File: src/desc_map_pkg.sv
/*
  Constants shared by the descriptor mapping engine and its index mapper.
  Assumes a 16-bit data memory, byte addressed, reached over one DMA port.
*/
// Operation
// Own DMA master fetches descriptors, no core.
// Memory holds one contiguous descriptor table.
// Mode 0: receive 2n, transmit 2n+1.
// Mode 1: endpoint 0 receive pairs 0/1.
// Mode 2: 4n..4n+3 on every endpoint.
// Mode 3: endpoint 0 single, others paired.
// Lower slot even, higher odd, alternating.
// Slot fixed by buffering mode alone. The code also uses endpoint, direction and parity.
// Touch descriptor only while DMA owns it.
// Address is base plus index times size.
package desc_map_pkg;
  // Buffering modes
  localparam logic [1:0] MODE_SINGLE = 2'h0;
  localparam logic [1:0] MODE_PP_EP0_RX = 2'h1;
  localparam logic [1:0] MODE_PP_ALL = 2'h2;
  localparam logic [1:0] MODE_PP_NOT_EP0 = 2'h3;
  // Memory path and slot index widths
  localparam int ADDR_W = 16;
  localparam int DATA_W = 16;
  localparam int INDEX_W = 6;
  // Bytes per buffer_descriptor, as a left shift of the index
  localparam int DESC_SHIFT = 3;
  // Byte offset of the descriptor_status_word inside a descriptor
  localparam logic [15:0] STAT_OFFSET = 16'h0000;
  // Position of dma_owns_flag inside the descriptor_status_word
  localparam int OWNS_BIT = 7;
  // Reset values
  localparam logic [15:0] ADDR_RESET = 16'h0000;
  localparam logic [15:0] DATA_RESET = 16'h0000;
  localparam logic [31:0] PARITY_RESET = 32'h00000000;
endpackage

File: src/desc_index_map.sv
/*
  Maps endpoint, direction and even/odd parity to a descriptor slot.
  Assumes inputs are stable in the cycle they are used; purely combinational.
*/
`timescale 1ns/1ps
module desc_index_map (
  input wire logic [1:0] buffer_mode,
  input wire logic [3:0] endpoint,
  input wire logic tx,
  input wire logic odd,
  output logic [5:0] index,
  output logic ping_pong
);
  logic [6:0] ep7; // Endpoint widened for arithmetic
  logic [6:0] raw; // Unclipped slot number
  assign ep7 = {3'h0, endpoint};

  // Slot depends on mode, endpoint, direction and, for ping-pong slots, the odd input
  always_comb begin
    raw = 7'h00;
    ping_pong = 1'b0;
    case (buffer_mode)
      desc_map_pkg::MODE_SINGLE: begin
        raw = 7'((ep7 << 1) + {6'h00, tx});
      end
      desc_map_pkg::MODE_PP_EP0_RX: begin
        if (endpoint == 4'h0 && !tx) begin
          raw = {6'h00, odd};
          ping_pong = 1'b1;
        end else if (endpoint == 4'h0) begin
          raw = 7'h02;
        end else begin
          raw = 7'((ep7 << 1) + 7'h01 + {6'h00, tx});
        end
      end
      desc_map_pkg::MODE_PP_ALL: begin
        raw = 7'((ep7 << 2) + {5'h00, tx, odd});
        ping_pong = 1'b1;
      end
      desc_map_pkg::MODE_PP_NOT_EP0: begin
        if (endpoint == 4'h0) begin
          raw = {6'h00, tx};
        end else begin
          raw = 7'((ep7 << 2) - 7'h02 + {5'h00, tx, odd});
          ping_pong = 1'b1;
        end
      end
      default: begin
        raw = 7'h00;
      end
    endcase
  end

  assign index = raw[5:0];
endmodule

File: src/usb_descriptor_dma_map.sv
/*
  Descriptor fetch and release engine for the USB serial engine's own DMA.
  Assumes the serial engine on the same clock gives tokens and completions,
  and that data memory answers each request with a one-cycle ack.
*/
`timescale 1ns/1ps
module usb_descriptor_dma_map (
  input wire logic clk,
  input wire logic reset_n,
  // Configuration
  input wire logic [1:0] buffer_mode,
  input wire logic [15:0] table_base,
  input wire logic parity_clear,
  // Serial engine side
  input wire logic token_valid,
  input wire logic [3:0] token_ep,
  input wire logic token_tx,
  input wire logic xfer_done,
  input wire logic [15:0] xfer_status,
  output logic grant_valid,
  output logic [15:0] grant_addr,
  output logic grant_odd,
  output logic [15:0] grant_status,
  output logic refused,
  output logic release_done,
  output logic busy,
  // Dedicated DMA master to data memory
  output logic mem_req,
  output logic mem_we,
  output logic [15:0] mem_addr,
  output logic [15:0] mem_wdata,
  input wire logic [15:0] mem_rdata,
  input wire logic mem_ack
);
  // Engine states
  typedef enum logic [1:0] {IDLE, FETCH, HOLD, STORE} state_t;

  state_t state; // Current state
  state_t next_state;
  logic [3:0] ep; // Latched endpoint
  logic [3:0] next_ep;
  logic tx; // Latched direction
  logic next_tx;
  logic [15:0] desc_addr; // Latched descriptor address
  logic [15:0] next_desc_addr;
  logic [31:0] parity; // Even/odd per endpoint and direction
  logic [31:0] next_parity;
  logic next_grant_valid;
  logic [15:0] next_grant_addr;
  logic next_grant_odd;
  logic [15:0] next_grant_status;
  logic next_refused;
  logic next_release_done;
  logic next_busy;
  logic next_mem_req;
  logic next_mem_we;
  logic [15:0] next_mem_addr;
  logic [15:0] next_mem_wdata;
  logic [5:0] slot; // Mapped slot for incoming token
  logic slot_pp; // Incoming direction is double-buffered
  logic [5:0] held_slot; // Mapped slot for latched endpoint
  logic held_pp; // Latched direction is double-buffered
  logic [4:0] tok_sel; // Parity bit of incoming token
  logic [4:0] held_sel; // Parity bit of latched endpoint
  logic [15:0] slot_addr; // Address of incoming token's descriptor

  assign tok_sel = {token_ep, token_tx};
  assign held_sel = {ep, tx};

  // Slot for the token being taken
  desc_index_map map_token (
    .buffer_mode(buffer_mode),
    .endpoint(token_ep),
    .tx(token_tx),
    .odd(parity[tok_sel]),
    .index(slot),
    .ping_pong(slot_pp)
  );

  // Ping-pong property of the endpoint in service
  desc_index_map map_held (
    .buffer_mode(buffer_mode),
    .endpoint(ep),
    .tx(tx),
    .odd(parity[held_sel]),
    .index(held_slot),
    .ping_pong(held_pp)
  );

  // Table base plus index times descriptor size
  assign slot_addr = 16'(table_base + ({10'h000, slot} << desc_map_pkg::DESC_SHIFT));

  // Next-state logic of the engine
  always_comb begin
    next_state = state;
    next_ep = ep;
    next_tx = tx;
    next_desc_addr = desc_addr;
    next_parity = parity;
    next_grant_valid = 1'b0;
    next_grant_addr = grant_addr;
    next_grant_odd = grant_odd;
    next_grant_status = grant_status;
    next_refused = 1'b0;
    next_release_done = 1'b0;
    next_busy = busy;
    next_mem_req = mem_req;
    next_mem_we = mem_we;
    next_mem_addr = mem_addr;
    next_mem_wdata = mem_wdata;
    // Clear all parities back to even
    if (parity_clear) begin
      next_parity = desc_map_pkg::PARITY_RESET;
    end
    case (state)
      IDLE: begin
        // Take a token, read its status word over our own master
        if (token_valid) begin
          next_ep = token_ep;
          next_tx = token_tx;
          next_desc_addr = slot_addr;
          next_grant_odd = slot_pp & parity[tok_sel];
          next_mem_req = 1'b1;
          next_mem_we = 1'b0;
          next_mem_addr = 16'(slot_addr + desc_map_pkg::STAT_OFFSET);
          next_busy = 1'b1;
          next_state = FETCH;
        end
      end
      FETCH: begin
        // Status word arrived
        if (mem_ack) begin
          next_mem_req = 1'b0;
          next_grant_status = mem_rdata;
          if (mem_rdata[desc_map_pkg::OWNS_BIT]) begin
            // Owned by the DMA: hand the descriptor over
            next_grant_valid = 1'b1;
            next_grant_addr = desc_addr;
            next_state = HOLD;
          end else begin
            // Software still owns it: leave it untouched
            next_refused = 1'b1;
            next_busy = 1'b0;
            next_state = IDLE;
          end
        end
      end
      HOLD: begin
        // Engine finished: give the descriptor back
        if (xfer_done) begin
          next_mem_req = 1'b1;
          next_mem_we = 1'b1;
          next_mem_addr = 16'(desc_addr + desc_map_pkg::STAT_OFFSET);
          next_mem_wdata = xfer_status;
          next_mem_wdata[desc_map_pkg::OWNS_BIT] = 1'b0;
          next_state = STORE;
        end
      end
      STORE: begin
        // Write-back accepted: flip, applied on top of any clear this cycle
        if (mem_ack) begin
          next_mem_req = 1'b0;
          next_mem_we = 1'b0;
          next_release_done = 1'b1;
          next_busy = 1'b0;
          if (held_pp) begin
            next_parity[held_sel] = ~next_parity[held_sel];
          end
          next_state = IDLE;
        end
      end
      default: begin
        next_state = IDLE;
      end
    endcase
  end

  // Register the engine
  always_ff @(posedge clk or negedge reset_n) begin
    if (!reset_n) begin
      state <= IDLE;
      ep <= 4'h0;
      tx <= 1'b0;
      desc_addr <= desc_map_pkg::ADDR_RESET;
      parity <= desc_map_pkg::PARITY_RESET;
      grant_valid <= 1'b0;
      grant_addr <= desc_map_pkg::ADDR_RESET;
      grant_odd <= 1'b0;
      grant_status <= desc_map_pkg::DATA_RESET;
      refused <= 1'b0;
      release_done <= 1'b0;
      busy <= 1'b0;
      mem_req <= 1'b0;
      mem_we <= 1'b0;
      mem_addr <= desc_map_pkg::ADDR_RESET;
      mem_wdata <= desc_map_pkg::DATA_RESET;
    end else begin
      state <= next_state;
      ep <= next_ep;
      tx <= next_tx;
      desc_addr <= next_desc_addr;
      parity <= next_parity;
      grant_valid <= next_grant_valid;
      grant_addr <= next_grant_addr;
      grant_odd <= next_grant_odd;
      grant_status <= next_grant_status;
      refused <= next_refused;
      release_done <= next_release_done;
      busy <= next_busy;
      mem_req <= next_mem_req;
      mem_we <= next_mem_we;
      mem_addr <= next_mem_addr;
      mem_wdata <= next_mem_wdata;
    end
  end

  // Slot of the latched endpoint is only used for its ping-pong flag
  logic unused_slot;
  assign unused_slot = ^held_slot;
endmodule
File: config.mk
export PLATFORM = sky130hd
export DESIGN_NAME = usb_descriptor_dma_map
export DESIGN_NICKNAME = d
export VERILOG_FILES = /design/src/desc_map_pkg.sv /design/src/desc_index_map.sv /design/src/usb_descriptor_dma_map.sv
export SDC_FILE = /design/constraint.sdc
export NUM_CORES = 1
export LEC_CHECK = 0
export ABC_CLOCK_PERIOD_IN_PS = 3400
export BUFFER_PORTS_ARGS = -buffer_cell sky130_fd_sc_hd__buf_2
export CAP_MARGIN = 0
export CORE_MARGIN = 2
export CORE_UTILIZATION = 45
export DETAILED_ROUTE_END_ITERATION = 16
export HOLD_SLACK_MARGIN = 0.15
export PLACE_DENSITY = 0.67
export REMOVE_ABC_BUFFERS = 1
export SYNTH_ARGS = -nofsm -noshare
export SYNTH_HDL_FRONTEND = slang
export SYNTH_SLANG_ARGS = --single-unit
File: constraint.sdc
create_clock -name clk -period 3.4 [get_ports clk]
set_input_delay 0.17 -clock clk [delete_from_list [all_inputs] [get_ports clk]]
set_output_delay 0.17 -clock clk [all_outputs]
set_load 0.05 [all_outputs]
==> results.sh <==
export IMPL_status="finished, final reports clean"
export IMPL_grt_total_usage_pct=21.48
export IMPL_p_switching_w=0.003532
export IMPL_first_iter_violations=306
export IMPL_yosysMostFrequentCell="dfrtp_1"
export IMPL_vias=5519
export IMPL_power_share_clock_pct=23.2
export IMPL_fill_cells=1208
export IMPL_ir_drop_mv=0.3834
export IMPL_rr_worst_depth=14
export IMPL_routed_wl_um=16630
export IMPL_drc_errors=0
export IMPL_worst_path_buf_inv=1
export IMPL_crit_end="mem_addr[11]$_DFFE_PN0P_"
export IMPL_rows=44
export IMPL_min_path_type="in -> reg"
export IMPL_tightestPinTransition_ns=1.009
export IMPL_period_minus_slack_ns=3.370
export IMPL_ant_nets=0
export IMPL_worstPathArrival_ns=3.68
export IMPL_numCtsBuffers=17
export IMPL_swShare_pct=45.72
export IMPL_dieArea_um2=15750
export IMPL_fin_util_pct=59.05
export IMPL_avgSynthCellArea_um2=10.43
export IMPL_finalSetupViolations=0
export IMPL_die_y_um=125.5
export IMPL_worst_path_max_delay_cell="mux4_2"
export IMPL_synth_edff_count=0
export IMPL_synth_area_leader_cell="dfrtp_1"
export IMPL_cts_tree="yes"
export IMPL_layout_drive_gt1_share_pct=33.05
export IMPL_clock_sinks=125
export IMPL_cp_depth=14
export IMPL_use_met1_pct=27.65
export IMPL_maxCapViolations=0
export IMPL_grt_busiest_layer="met2"
export IMPL_cp_top_family="compound AO/OA/AOI/OAI gates"
export IMPL_r2r_end="mem_addr[11]$_DFFE_PN0P_"
export IMPL_path_class="reg -> reg"
export IMPL_slew_violations=0
export IMPL_root_buffer="clkbuf_16"
export IMPL_power_density_nw_per_um2=903.7
export IMPL_routabilityCongestion=0.8750
export IMPL_first_global_vias=5546
export IMPL_reg2reg_from="parity[30]$_DFF_PN0_"
export IMPL_htreeDepth=4
export IMPL_startpoint="parity[30]$_DFF_PN0_"
export IMPL_syn_inst=637
export IMPL_synth_seq_cells=125
export IMPL_power_total_w=0.007726
export IMPL_required_ns=3.71
export IMPL_placed_cell_area_um2=7477
export IMPL_synthArstFlopShare_pct=100.0
export IMPL_core_area_um2=14480
export IMPL_synth_area_um2=6641
export IMPL_clk_latency_ns=0.42
export IMPL_worstSetupEndpointType="flop"
export IMPL_clock_fmax_mhz=296.8
export IMPL_final_setup_worst_slack_ns=0.03027
export IMPL_grt_overflow=0
export IMPL_synthDistinctLibCells=55
export IMPL_crit_path_max_fanout=4
export IMPL_io_pins=132
export IMPL_fin_crit_sh_pct=99.11
export IMPL_seqPwrFrac_pct=31.3
export IMPL_holdWs_ns=0.1610
export IMPL_synth_area_top_cells="dfrtp_1, mux2_2, o21ai_0"
export IMPL_grt_pass1_wl_um=27470
export IMPL_dr_pass1_iters=4
export IMPL_cp_cell_sequence="mux2_4 -> o22ai_2 -> a221o_1 -> mux4_2 -> a2111oi_4 -> ha_2 -> fa_2 -> a21o_1 -> a21oi_2 -> o21ai_1 -> buf_4 -> nand4_1 -> xor2_2 -> o311ai_1"
export IMPL_rsz0062_at_grt="yes"
export IMPL_dp_hpwl_um=11210
export IMPL_met3_usage_pct=5.178
export IMPL_start_util_pct=45.87
export IMPL_finalHoldViolations=0
export IMPL_diodes=0
export IMPL_finalClockSkew_ns=0.009208
export IMPL_post_place_ws_ns=-0.2376
export IMPL_p_leak_nw=3.899
export IMPL_port_buffers=129
export IMPL_clk_pin_slew_ns=0.06
export IMPL_areaGrowthSynthToFinish_pct=28.73
export IMPL_grt_max_degree=69
export IMPL_clock_path_buffers=2
export IMPL_synth_commonest_cells="dfrtp_1, o21ai_0, mux2_2"
export IMPL_power_frac_comb_pct=45.4
export IMPL_ys_seq_area_share_pct=47.10
export IMPL_start_kind="flop"
export IMPL_fin_nets=879
export IMPL_antenna_found_initial=0
export IMPL_vias_per_cell=5.513
export IMPL_ys_warn_count=0
export IMPL_yosysTopAreaCellShare_pct=47.10
export IMPL_critPathMaxStageDelay_ns=0.53
export IMPL_die_x_um=125.5
export IMPL_grt_use_met2_pct=35.39
export IMPL_design_area_um2=8549
export IMPL_p_int_w=0.004194
export IMPL_post_drt_wl_per_cell_um=16.61
export IMPL_reg2reg_slack_ns=0.03
export IMPL_synth_flop_cell="dfrtp_1"
export IMPL_max_slew_margin_pct=32.58
[per-stage QoR]
stage / TNS (ns) / cells
floorplan: 0 / 592
global placement: -0.3238 / 926
detailed placement: -1.000 / 926
CTS: 0 / 1000
global route: -0.2579 / 1001
finish: 0 / 1001
[worst register-to-register path, stage by stage (launching register included)]
cell and delay (ns):
dfrtp_1 0.37, mux2_4 0.16, o22ai_2 0.06, a221o_1 0.31, mux4_2 0.53, a2111oi_4 0.37
ha_2 0.26, fa_2 0.19, a21o_1 0.15, a21oi_2 0.08, o21ai_1 0.11, buf_4 0.13
nand4_1 0.13, xor2_2 0.18, o311ai_1 0.24
[sequential cells by signal (all words and copies together), names as in the netlist, named ones only]
| register | count |
|---|---|
| state | 1 |
| mem_addr | 16 |
| refused | 1 |
| mem_wdata | 15 |
| ep | 4 |
| mem_req | 1 |
| grant_odd | 1 |
| busy | 1 |
| parity | 32 |
| release_done | 1 |
| grant_status | 16 |
| tx | 1 |
| grant_valid | 1 |
| mem_we | 1 |
| desc_addr | 16 |
| grant_addr | 16 |
[per-layer routing]
metal	part of all wire, %	vias up
met3	5.5	28
met1	43	2695
met4	1.9	0
met2	50	156
met5	0	-
li1	-	2640
[worst min path at each step]
stage                              from                          to  slack, ns  cells after the start
after CTS                 table_base[3]    desc_addr[3]$_DFFE_PN0P_       0.15                      3
after global placement          reset_n   mem_wdata[12]$_DFFE_PN0P_       0.33                      1
after detailed placement        reset_n       grant_valid$_DFF_PN0_       0.35                      1
after global routing      table_base[3]    desc_addr[3]$_DFFE_PN0P_       0.16                      3
after floorplan                 reset_n  asynchronous set/reset pin      -0.13                      0
final                     table_base[3]    desc_addr[3]$_DFFE_PN0P_       0.16                      3
[power by group through the flow]
stage / Clock [W] / Combinational [W] / Sequential, W
after floorplan: 0 / 0.00117 / 0.00376
after global placement: 0 / 0.00340 / 0.00240
after detailed placement: 0 / 0.00346 / 0.00244
after CTS: 0.00182 / 0.00352 / 0.00242
after global routing: 0.00190 / 0.00373 / 0.00250
final: 0.00180 / 0.00351 / 0.00242
[final cells by class]
type                       instances  area (µm²)  area share (%)
clock buffer                      19       452.9           5.298
clock inverter                    13       140.1           1.639
inverter                          13       48.80          0.5708
multi-input combinational        454        3316           38.78
sequential                       125        3128           36.59
tap                              184       230.2           2.693
timing repair buffer             193        1234           14.43
[kinds of logic after synthesis]
| group | share of synthesized area [%] |
|---|---|
| flip-flops | 47.10 |
| multiplexers | 15.96 |
| buffers and inverters | 3.937 |
| other | 0.05646 |
| XOR/XNOR | 0.9232 |
| adder cells (fa/ha/maj) | 2.751 |
| AND/OR/NAND/NOR | 13.19 |
| AO/OA/AOI/OAI | 16.09 |
[layout by cell type (no fill, tap or decap), drive strengths merged, types with 3 or more instances in the layout]
cell type and n:
dfrtp 125, o31ai 41, a21o 4, o22ai 9, dlygate4sd3 42, mux2 69, inv 14, o21a 5
mux2i 17, nand2 49, buf 151, nand3b 6, clkinv 6, nor3 13, a211oi 3, nor2 25
ha 13, mux4 5, o21ai 73, xnor2 6, nand3 10, clkbuf 19, a21oi 18, nand4 4
clkinvlp 4, and3 4, nor2b 39, nand2b 8
[repair_timing]
action / in CTS / in global routing
pin swaps: 1 / 4
endpoints found under the hold margin: 114 / 0
resized for setup: 3 / 10
hold buffers: 42 / 0
setup endpoints to repair: 1 / 8
buffers inserted: 0 / 1
cloned: 0 / 0
(Power assumes the default switching activity.)
